**config.mk**
```make
export PLATFORM = sky130hd
export DESIGN_NAME = charger_mode_control
export DESIGN_NICKNAME = d
export VERILOG_FILES = /design/src/verilog/charger_mode_control.v /design/src/verilog/event_pulse.v /design/src/verilog/pin_sync.v
export VERILOG_INCLUDE_DIRS = /design/src /design/src/verilog
export SDC_FILE = /design/constraint.sdc
export NUM_CORES = 1
export LEC_CHECK = 0
export BUFFER_PORTS_ARGS = -buffer_cell sky130_fd_sc_hd__buf_2
export CORE_MARGIN = 4
export CORE_UTILIZATION = 60
export CTS_CLUSTER_SIZE = 40
export DETAILED_ROUTE_END_ITERATION = 16
export GPL_TIMING_DRIVEN = 0
export PLACE_DENSITY = 0.9
export SYNTH_ARGS = -nofsm -noshare
export SYNTH_HDL_FRONTEND = slang
export SYNTH_SLANG_ARGS = --single-unit
```
**constraint.sdc**
```tcl
create_clock -name pclk -period 4.9 [get_ports pclk]
set_clock_uncertainty 0.1 [all_clocks]
set_input_delay 0.735 -clock pclk [delete_from_list [all_inputs] [get_ports pclk]]
set_output_delay 0.735 -clock pclk [all_outputs]
set_load 0.05 [all_outputs]
```
**src/verilog/charger_defines.vh**
```
// Register offsets, field positions, reset values and timing counts
`ifndef CHARGER_DEFINES_VH
`define CHARGER_DEFINES_VH

`define ADDR_INPUT_SOURCE_CTRL   12'h000
`define ADDR_POWER_ON_CONFIG     12'h004
`define ADDR_CHARGE_CURRENT_CTRL 12'h008
`define ADDR_PRECHARGE_CTRL      12'h00c
`define ADDR_CHARGE_VOLTAGE_CTRL 12'h010
`define ADDR_MISC_OPERATION_CTRL 12'h01c
`define ADDR_SYSTEM_STATUS       12'h020
`define ADDR_FAULT_FLAGS         12'h024
`define ADDR_CONV_STATUS         12'h028

`define RST_INPUT_SOURCE_CTRL    8'h30
`define RST_POWER_ON_CONFIG      8'h1b
`define RST_CHARGE_CURRENT_CTRL  8'h60
`define RST_PRECHARGE_CTRL       8'h11
`define RST_CHARGE_VOLTAGE_CTRL  8'hb2
`define RST_MISC_OPERATION_CTRL  8'h4b

`define FLD_FORCE_DET            7
`define FLD_BATSW_OFF            5
`define FLD_BOOST_EXTERNAL_LIMIT_PIN           0
`define FLD_BOOST_FAULT          6
`define FLD_DPM_STAT             3
`define FLD_MINSYS_STAT          0
`define FLD_CHG_CFG_HI           5
`define FLD_CHG_CFG_LO           4
`define FLD_RECHG                0
`define FLD_BATLOW               1

`define CFG_DISABLE              2'b00
`define CFG_CHARGE               2'b01
`define CFG_BOOST                2'b10
`define SRC_BOOST                2'b11
`define PH_DISABLED              2'b00
`define PH_PRE                   2'b01
`define PH_FAST                  2'b10
`define PH_DONE                  2'b11
`define EXTERNAL_LIMIT_PIN_100MA               3'h0

`define CLK_HZ                   10000000
`define BOOST_DELAY_MS           220
`define BOOST_DELAY_CYC          ((`BOOST_DELAY_MS * (`CLK_HZ / 1000)))
`define INT_PULSE_US             256
`define INT_PULSE_CYC            ((`INT_PULSE_US * (`CLK_HZ / 1000000)))
`define BLINK_HZ                 1
`define BLINK_HALF_CYC           ((`CLK_HZ / (2 * `BLINK_HZ)))
`define DETECT_CYC               16

`endif

```
**src/verilog/charger_mode_control.v**
```verilog
// Charger mode control: APB registers, boost, power path, charge cycle
//
// The implementer's own choices: the address map and the APB register port.
`timescale 1ns/10ps
`include "charger_defines.vh"
module charger_mode_control #(
  parameter BOOST_DELAY = `BOOST_DELAY_CYC,
  parameter BLINK_HALF  = `BLINK_HALF_CYC
) (
  input  wire        pclk,
  input  wire        presetn,
  input  wire        ce,
  input  wire        psel,
  input  wire        penable,
  input  wire        pwrite,
  input  wire [11:0] paddr,
  input  wire [31:0] pwdata,
  output reg  [31:0] prdata,
  output reg         pready,
  output reg         pslverr,
  input  wire        otg_pin,
  input  wire        charge_enable_n_pin,
  input  wire        input_good,
  input  wire        rail_above_2v2,
  input  wire        bat_above_low,
  input  wire        vin_below_sleep,
  input  wire        sys_below_bat,
  input  wire        bat_depleted,
  input  wire        bat_below_minsys,
  input  wire        iin_over_limit,
  input  wire        vin_under_limit,
  input  wire        chg_below_term,
  input  wire        bat_above_pre,
  input  wire        bat_above_rechg,
  input  wire        boost_fault,
  input  wire        thermistor_fault,
  input  wire        timer_fault,
  input  wire        external_limit_pin_lower,
  output reg         converter_en,
  output reg         high_side_switch,
  output reg         low_side_switch,
  output reg         battery_switch,
  output reg         boost_en,
  output reg         boost_external_limit_pin_high,
  output reg         external_limit_pin_clamp_100ma,
  output reg         external_limit_pin_use_pin,
  output reg         charge_current_cut,
  output reg         pfm_en,
  output reg         minsys_raise,
  output reg         stat_o,
  output reg         stat_oe,
  output reg         int_n
);

  // ****************************************************************
  // Decoding shared by read and write paths
  // ****************************************************************
  function is_addr;
    input [11:0] a;
    input [11:0] base;
    begin
      is_addr = (a[11:2] == base[11:2]);
    end
  endfunction
  localparam ST_IDLE = 4'b0001;
  localparam ST_PRE  = 4'b0010;
  localparam ST_FAST = 4'b0100;
  localparam ST_DONE = 4'b1000;
  reg  [7:0]  input_source_ctrl_r;
  reg  [7:0]  power_on_config_r;
  reg  [7:0]  charge_current_ctrl_r;
  reg  [7:0]  precharge_ctrl_r;
  reg  [7:0]  charge_voltage_ctrl_r;
  reg  [7:0]  misc_operation_ctrl_r;
  reg         boost_fault_flag_r;
  reg  [3:0]  state_r;
  reg  [3:0]  state_nxt;
  reg  [2:0]  det_cnt_r;
  reg  [31:0] boost_cnt_r;
  reg  [31:0] blink_cnt_r;
  reg         blink_r;
  reg         supplement_r;
  reg         done_evt_r;
  reg         boost_evt_r;
  wire        otg_s;
  wire        chg_en_s;
  wire        int_pulse;
  wire        wr_en;
  wire        rd_en;
  wire [1:0]  chg_cfg;
  wire        batsw_forced_off;
  wire        boost_qual;
  wire        boost_ok;
  wire        chg_allowed;
  wire        chg_fault;
  wire        dpm_active;
  wire [1:0]  phase;
  wire [1:0]  src_stat;
  // ****************************************************************
  // Pin synchronisers
  // ****************************************************************
  pin_sync u_sync_otg (
    .pclk    (pclk),
    .presetn (presetn),
    .ce      (ce),
    .din     (otg_pin),
    .dout    (otg_s)
  );
  // Inverted so the synchroniser's reset value reads as disabled
  pin_sync u_sync_ce (
    .pclk    (pclk),
    .presetn (presetn),
    .ce      (ce),
    .din     (!charge_enable_n_pin),
    .dout    (chg_en_s)
  );
  assign wr_en = psel && penable && pwrite && ce;
  assign rd_en = psel && !penable && !pwrite && ce;
  assign chg_cfg = power_on_config_r[`FLD_CHG_CFG_HI:`FLD_CHG_CFG_LO];
  assign batsw_forced_off = misc_operation_ctrl_r[`FLD_BATSW_OFF];
  assign chg_fault = thermistor_fault || timer_fault;
  assign dpm_active = iin_over_limit || vin_under_limit;
  // ****************************************************************
  // Host registers
  // ****************************************************************
  // Writes keep their value until rewritten or reset, except the force-detect bit, which clears itself
  always @(posedge pclk or negedge presetn) begin
    if (!presetn) begin
      input_source_ctrl_r   <= `RST_INPUT_SOURCE_CTRL;
      power_on_config_r     <= `RST_POWER_ON_CONFIG;
      charge_current_ctrl_r <= `RST_CHARGE_CURRENT_CTRL;
      precharge_ctrl_r      <= `RST_PRECHARGE_CTRL;
      charge_voltage_ctrl_r <= `RST_CHARGE_VOLTAGE_CTRL;
      misc_operation_ctrl_r <= `RST_MISC_OPERATION_CTRL;
      det_cnt_r             <= 3'h0;
    end else if (ce) begin
      if (wr_en && is_addr(paddr, `ADDR_INPUT_SOURCE_CTRL)) begin
        input_source_ctrl_r <= pwdata[7:0];
      end else if (wr_en && is_addr(paddr, `ADDR_POWER_ON_CONFIG)) begin
        power_on_config_r <= pwdata[7:0];
      end else if (wr_en && is_addr(paddr, `ADDR_CHARGE_CURRENT_CTRL)) begin
        charge_current_ctrl_r <= pwdata[7:0];
      end else if (wr_en && is_addr(paddr, `ADDR_PRECHARGE_CTRL)) begin
        precharge_ctrl_r <= pwdata[7:0];
      end else if (wr_en && is_addr(paddr, `ADDR_CHARGE_VOLTAGE_CTRL)) begin
        charge_voltage_ctrl_r <= pwdata[7:0];
      end
      // Force-detect: host write sets, detection end clears itself
      if (wr_en && is_addr(paddr, `ADDR_MISC_OPERATION_CTRL)) begin
        misc_operation_ctrl_r <= pwdata[7:0];
        det_cnt_r <= pwdata[`FLD_FORCE_DET] ? 3'h7 : 3'h0;
      end else if (misc_operation_ctrl_r[`FLD_FORCE_DET]) begin
        if (det_cnt_r == 3'h0) begin
          misc_operation_ctrl_r[`FLD_FORCE_DET] <= 1'b0;
        end else begin
          det_cnt_r <= det_cnt_r - 3'h1;
        end
      end
    end
  end

  // ****************************************************************
  // Boost qualification and delay
  // ****************************************************************
  assign boost_qual = bat_above_low && vin_below_sleep && otg_s &&
                      (chg_cfg == `CFG_BOOST);
  assign boost_ok = boost_qual && (boost_cnt_r >= BOOST_DELAY - 1);
  // Restarts whenever any condition drops
  always @(posedge pclk or negedge presetn) begin
    if (!presetn) begin
      boost_cnt_r <= 32'h00000000;
      boost_fault_flag_r <= 1'b0;
      boost_evt_r <= 1'b0;
    end else if (ce) begin
      if (!boost_qual) begin
        boost_cnt_r <= 32'h00000000;
      end else if (!boost_ok) begin
        boost_cnt_r <= boost_cnt_r + 32'h00000001;
      end
      boost_evt_r <= boost_en && boost_fault && !boost_fault_flag_r;
      // Fault set wins over a same-cycle read clear
      if (boost_en && boost_fault) begin
        boost_fault_flag_r <= 1'b1;
      end else if (rd_en && is_addr(paddr, `ADDR_FAULT_FLAGS)) begin
        boost_fault_flag_r <= 1'b0;
      end
    end
  end

  // ****************************************************************
  // Charge cycle
  // ****************************************************************
  assign chg_allowed = converter_en && (chg_cfg == `CFG_CHARGE) && chg_en_s &&
                       !chg_fault && !batsw_forced_off;
  always @* begin
    state_nxt = state_r;
    case (state_r)
      ST_IDLE: begin
        if (chg_allowed) begin
          state_nxt = bat_above_pre ? ST_FAST : ST_PRE;
        end
      end
      ST_PRE: begin
        if (!chg_allowed) begin
          state_nxt = ST_IDLE;
        end else if (bat_above_pre) begin
          state_nxt = ST_FAST;
        end
      end
      ST_FAST: begin
        if (!chg_allowed) begin
          state_nxt = ST_IDLE;
        end else if (chg_below_term && bat_above_rechg && !dpm_active) begin
          state_nxt = ST_DONE;
        end
      end
      ST_DONE: begin
        if (!chg_allowed) begin
          state_nxt = ST_IDLE;
        end else if (!bat_above_rechg) begin
          state_nxt = bat_above_pre ? ST_FAST : ST_PRE;
        end
      end
      default: begin
        state_nxt = ST_IDLE;
      end
    endcase
  end

  always @(posedge pclk or negedge presetn) begin
    if (!presetn) begin
      state_r <= ST_IDLE;
      done_evt_r <= 1'b0;
    end else if (ce) begin
      state_r <= state_nxt;
      done_evt_r <= (state_nxt == ST_DONE) && (state_r != ST_DONE);
    end
  end

  assign phase = (state_r == ST_PRE)  ? `PH_PRE :
                 (state_r == ST_FAST) ? `PH_FAST :
                 (state_r == ST_DONE) ? `PH_DONE : `PH_DISABLED;
  assign src_stat = boost_en ? `SRC_BOOST : 2'b00;
  // ****************************************************************
  // Interrupt pulse
  // ****************************************************************
  event_pulse #(
    .LEN (`INT_PULSE_CYC)
  ) u_int (
    .pclk    (pclk),
    .presetn (presetn),
    .ce      (ce),
    .evt     (done_evt_r || boost_evt_r),
    .pulse   (int_pulse)
  );

  // ****************************************************************
  // Power path and converter outputs
  // ****************************************************************
  always @(posedge pclk or negedge presetn) begin
    if (!presetn) begin
      converter_en       <= 1'b0;
      high_side_switch   <= 1'b0;
      low_side_switch    <= 1'b0;
      battery_switch     <= 1'b0;
      boost_en           <= 1'b0;
      boost_external_limit_pin_high    <= 1'b0;
      external_limit_pin_clamp_100ma   <= 1'b1;
      external_limit_pin_use_pin       <= 1'b0;
      charge_current_cut <= 1'b0;
      pfm_en             <= 1'b0;
      minsys_raise       <= 1'b0;
      supplement_r       <= 1'b0;
      int_n              <= 1'b1;
    end else if (ce) begin
      // Converter waits for limit detection to finish
      converter_en     <= input_good && !misc_operation_ctrl_r[`FLD_FORCE_DET]
                          && !boost_ok;
      high_side_switch <= converter_en || boost_en;
      low_side_switch  <= converter_en || boost_en;
      boost_en         <= boost_ok;
      boost_external_limit_pin_high  <= power_on_config_r[`FLD_BOOST_EXTERNAL_LIMIT_PIN];
      external_limit_pin_clamp_100ma <= !rail_above_2v2;
      external_limit_pin_use_pin     <= rail_above_2v2 && external_limit_pin_lower;
      charge_current_cut <= dpm_active;
      if (sys_below_bat && !bat_depleted) begin
        supplement_r <= 1'b1;
      end else if (bat_depleted) begin
        supplement_r <= 1'b0;
      end
      battery_switch   <= !batsw_forced_off &&
                          ((state_r != ST_IDLE && state_r != ST_DONE) ||
                           supplement_r || boost_en);
      pfm_en           <= bat_below_minsys || (chg_cfg != `CFG_CHARGE);
      minsys_raise     <= (state_r == ST_IDLE) || (state_r == ST_DONE);
      int_n            <= !int_pulse;
    end
  end

  // ****************************************************************
  // Status pin with fault blink
  // ****************************************************************
  always @(posedge pclk or negedge presetn) begin
    if (!presetn) begin
      blink_cnt_r <= 32'h00000000;
      blink_r     <= 1'b0;
      stat_o      <= 1'b0;
      stat_oe     <= 1'b0;
    end else if (ce) begin
      if (blink_cnt_r >= BLINK_HALF - 1) begin
        blink_cnt_r <= 32'h00000000;
        blink_r     <= !blink_r;
      end else begin
        blink_cnt_r <= blink_cnt_r + 32'h00000001;
      end
      stat_o <= 1'b0;
      // Open drain: enable pulls low, released means high
      if (chg_fault && chg_cfg == `CFG_CHARGE) begin
        stat_oe <= blink_r;
      end else begin
        stat_oe <= (state_r == ST_PRE) || (state_r == ST_FAST);
      end
    end
  end

  // ****************************************************************
  // APB slave: zero wait state, error on unmapped address
  // ****************************************************************
  always @(posedge pclk or negedge presetn) begin
    if (!presetn) begin
      prdata  <= 32'h00000000;
      pready  <= 1'b0;
      pslverr <= 1'b0;
    end else if (ce) begin
      pready  <= psel && !penable;
      pslverr <= 1'b0;
      if (psel && !penable) begin
        prdata <= 32'h00000000;
        if (is_addr(paddr, `ADDR_INPUT_SOURCE_CTRL)) begin
          prdata[7:0] <= input_source_ctrl_r;
        end else if (is_addr(paddr, `ADDR_POWER_ON_CONFIG)) begin
          prdata[7:0] <= power_on_config_r;
        end else if (is_addr(paddr, `ADDR_CHARGE_CURRENT_CTRL)) begin
          prdata[7:0] <= charge_current_ctrl_r;
        end else if (is_addr(paddr, `ADDR_PRECHARGE_CTRL)) begin
          prdata[7:0] <= precharge_ctrl_r;
        end else if (is_addr(paddr, `ADDR_CHARGE_VOLTAGE_CTRL)) begin
          prdata[7:0] <= charge_voltage_ctrl_r;
        end else if (is_addr(paddr, `ADDR_MISC_OPERATION_CTRL)) begin
          prdata[7:0] <= misc_operation_ctrl_r;
        end else if (is_addr(paddr, `ADDR_SYSTEM_STATUS)) begin
          prdata[7:0] <= {src_stat, phase, dpm_active, input_good, 1'b0,
                          minsys_raise};
        end else if (is_addr(paddr, `ADDR_FAULT_FLAGS)) begin
          prdata[7:0] <= {1'b0, boost_fault_flag_r, timer_fault, 1'b0, 1'b0,
                          thermistor_fault, 2'b00};
        end else if (is_addr(paddr, `ADDR_CONV_STATUS)) begin
          prdata[7:0] <= {2'b00, pfm_en, supplement_r, battery_switch,
                          charge_current_cut, boost_en, converter_en};
        end else begin
          pslverr <= 1'b1;
        end
      end
    end
  end
endmodule // charger_mode_control

```
**src/verilog/event_pulse.v**
```verilog
// Stretches one-cycle events into a fixed-length interrupt pulse
`timescale 1ns/10ps
module event_pulse #(
  parameter LEN = 2560
) (
  input  wire pclk,
  input  wire presetn,
  input  wire ce,
  input  wire evt,
  output reg  pulse
);
  reg [11:0] cnt_r;

  always @(posedge pclk or negedge presetn) begin
    if (!presetn) begin
      cnt_r <= 12'h000;
      pulse <= 1'b0;
    end else if (ce) begin
      if (evt && !pulse) begin
        cnt_r <= LEN[11:0] - 12'h001;
        pulse <= 1'b1;
      end else if (cnt_r != 12'h000) begin
        cnt_r <= cnt_r - 12'h001;
      end else begin
        pulse <= 1'b0;
      end
    end
  end
endmodule // event_pulse

```
**src/verilog/pin_sync.v**
```verilog
// Three-stage input synchroniser with agreement filter
`timescale 1ns/10ps
module pin_sync (
  input  wire pclk,
  input  wire presetn,
  input  wire ce,
  input  wire din,
  output reg  dout
);
  reg s1_r;
  reg s2_r;
  reg s3_r;

  // Change accepted once stages two and three agree
  always @(posedge pclk or negedge presetn) begin
    if (!presetn) begin
      s1_r <= 1'b0;
      s2_r <= 1'b0;
      s3_r <= 1'b0;
      dout <= 1'b0;
    end else if (ce) begin
      s1_r <= din;
      s2_r <= s1_r;
      s3_r <= s2_r;
      if (s2_r == s3_r) begin
        dout <= s3_r;
      end
    end
  end
endmodule // pin_sync
```
==> flow_metrics.tcl <==
set metrics [dict create \
    cts_setup_buffers 0 \
    synth_top_family_by_area "simple AND/OR/NAND/NOR gates" \
    grt_pass1_vias 7202 \
    synth_top_area_share_pct 41.4 \
    crit_type "in -> reg" \
    clock_path_buffers 2 \
    synth_common_cells "146 x dfrtp_1, 74 x nor2_1, 62 x nand2_1" \
    synth.most_common_cell "dfrtp_1" \
    setup_viol 0 \
    tightest_slew_ps 1050 \
    cp-end-kind "register" \
    wire_per_inst_um 18.2 \
    async_flop_share_pct 100 \
    fmax_mhz 358 \
    irDropWorstVdd_v 0.000256 \
    die_x_um 129 \
    maxSlewViolCount 0 \
    hold_violations 0 \
    synth-main-ff-cell "dfrtp_1" \
    diodes 0 \
    synthSimpleGateAreaFrac_pct 20.8 \
    place_ws_ps 1750 \
    clkLatencyLatePin_ps 430 \
    cts_tree "built" \
    arrival_ps 2970 \
    cts_resized 0 \
    antenna_found_initial 0 \
    netlist_instances 890 \
    yosysTopAreaCell "dfrtp_1" \
    relSlewSlack_pct 29.5 \
    fp-row-count 44 \
    clock_sinks 167 \
    tns_ps 0 \
    period_share_pct 57.0 \
    wirelength_um 21700 \
    num_vias 7406 \
    grt_start_max_net_pins 109 \
    initial_utilization_pct 61.0 \
    die-area_um2 16700 \
    cts-buffers-inserted 17 \
    globalplace.congestion 0.896 \
    yosys_warnings 0 \
    maxCapViolCount 0 \
    cp.required_ps 5080 \
    synthAdderAreaFrac_pct 0.709 \
    drt-initial-drc-count 827 \
    finalNonFillerCells 1194 \
    ant_nets 0 \
    root_buffer "clkbuf_16" \
    core-area_um2 14500 \
    worst_slack_ps 2110 \
    vias_per_cell 6.20 \
    grt.total_usage_pct 26.9 \
    syn_to_final_growth_pct 14.9 \
    path_max_fanout 10 \
    power_density_nw_per_um2 363 \
    nets 1070 \
    period_needed_ps 2790 \
    synth_cell_types 75 \
    grt_pass1_wl_um 35900 \
    layout-drive-gt1-share_pct 22.8 \
    hp-class "in -> async" \
    dpl.cell_count 1162 \
    clk_pin_slew_worst_paths_ps 70 \
    rsz0062_at_grt "false" \
    fp.dieH_um 129 \
    p_leak_nw 4.46 \
    io_pins 116 \
    muxShareOfSynthArea_pct 8.16 \
    status "complete, no violations" \
    ys_seq_elements 167 \
    synth.avg_cell_area_um2 9.92 \
    dpl.hpwl_um 15200 \
    ctsHoldBuffers 0 \
    synth_edf_count 0 \
    synth_compound_area_share_pct 13.4 \
    drc 0 \
    grt_overflow 0 \
    port_buffers 63 \
    startpoint_type "input port" \
    synth_area_um2 8830 \
    synthTopCellsByArea "dfrtp_1 41%, mux2_2 7.1%, dfstp_2 6.3%" \
    drtPass1Iterations 5 \
    yosys.area_share.xor_xnor_pct 3.67 \
    seq_area_frac_synth_pct 47.6 \
    htree_levels 4 \
]
[layout by cell type (no fill, tap or decap), types with 6 or more instances in the layout]
master     Yosys  routed
dfstp_2       21      21
or4_1         12      12
xor2_1        19      19
a31oi_1       10      10
nor3_1        20      20
o22ai_1        6       6
o21ai_0       43      43
nand4_1       27      27
nor2_1        74      74
nand2_1       62      62
a21oi_1       45      45
mux2_2        56      56
buf_1          8       8
conb_1         1      25
xnor2_1       18      18
and4_1         6       6
or3_1         11      11
o31ai_1       11      11
buf_4         28      28
mux2i_1        9       9
nand2b_1       8       8
clkbuf_1      25      25
o211ai_1       6       6
dfrtp_1      146     146
nor2b_1       26      26
inv_1         27      27
nor4_1        18      18
clkbuf_16      0      17
nand3_1       28      28
buf_2          9      71
and3_1        14      14
[critical path: stages]
cell	delay, ps
buf_2	80
clkbuf_1	420
nand4bb_1	150
clkbuf_1	230
nor4_1	570
buf_2	370
o21ai_0	160
nand2_1	110
o311ai_0	130
[cells by family (layout without fill, tap and decap cells)]
group	Yosys count	in the layout
xor+xnor	37	37
mux	65	65
compound gates	181	181
flops	167	167
other cells	1	25
buf+inv	98	194
simple gates	336	336
fa+ha+maj	5	5
[flip-flops by register name (all words and copies together) (netlist names), 3 cells and up]
| name | count |
|---|---|
| blink_cnt_r | 32 |
| boost_cnt_r | 32 |
| u_int.cnt_r | 12 |
| charge_current_ctrl_r | 8 |
| charge_voltage_ctrl_r | 8 |
| input_source_ctrl_r | 8 |
| misc_operation_ctrl_r | 8 |
| power_on_config_r | 8 |
| prdata | 8 |
| precharge_ctrl_r | 8 |
| state_r | 4 |
| det_cnt_r | 3 |
[layer usage]
layer	vias to the layer above	share of wire, %	GRT usage, %
li1	3421	-	-
met1	3604	42	36.2
met2	341	48	43.0
met3	40	8.1	6.51
met4	0	2.3	9.51
met5	-	0	0
[cell type report]
cell class / instances / area (um^2)
Buffer: 71 / 390
Clock buffer: 17 / 425
Clock inverter: 15 / 213
Fill cell: 1043 / 4340
Inverter: 27 / 101
Multi-Input combinational cell: 649 / 4220
Sequential cell: 167 / 4210
Tap cell: 184 / 230
Timing Repair Buffer: 64 / 353
[metrics by stage]
stage	hold slack [ps]	power, mW	instance area (um^2)	utilization [%]
floorplan	339	2.05	8920	-
global placement	349	2.20	9460	65.4
detailed placement	364	2.23	9500	65.6
CTS	142	3.69	10100	70.0
global route	148	3.84	10100	70.0
finish	119	3.68	10100	70.0
[power breakdown]
part | total [mW] | switching (mW) | internal, mW
logic | 0.594 | 0.392 | 0.202
registers | 1.62 | 0.117 | 1.50
clock network | 1.47 | 0.601 | 0.868
[path summary, 6_finish.rpt]
| path | slack (ps) | cells after the start | from | endpoint |
|---|---|---|---|---|
| worst max register to register | 2210 | 7 | boost_cnt_r[0]$_DFFE_PN0P_ | converter_en$_DFFE_PN0P_ |
| worst min register to register | 370 | 2 | int_n$_DFFE_PN1P_ | int_n$_DFFE_PN1P_ |
| max in group asynchronous | 3690 | 2 | presetn | blink_cnt_r[11]$_DFFE_PN0P_ |
| min in group pclk | 370 | 2 | rail_above_2v2 | external_limit_pin_clamp_100ma$_DFFE_PN1P_ |
| worst max-delay path | 2110 | 9 | paddr[2] | det_cnt_r[1]$_DFFE_PN0P_ |
| worst min-delay path | 120 | 1 | presetn | prdata[6]$_DFFE_PN0P_ |
Power figures use the tool's default switching activity.
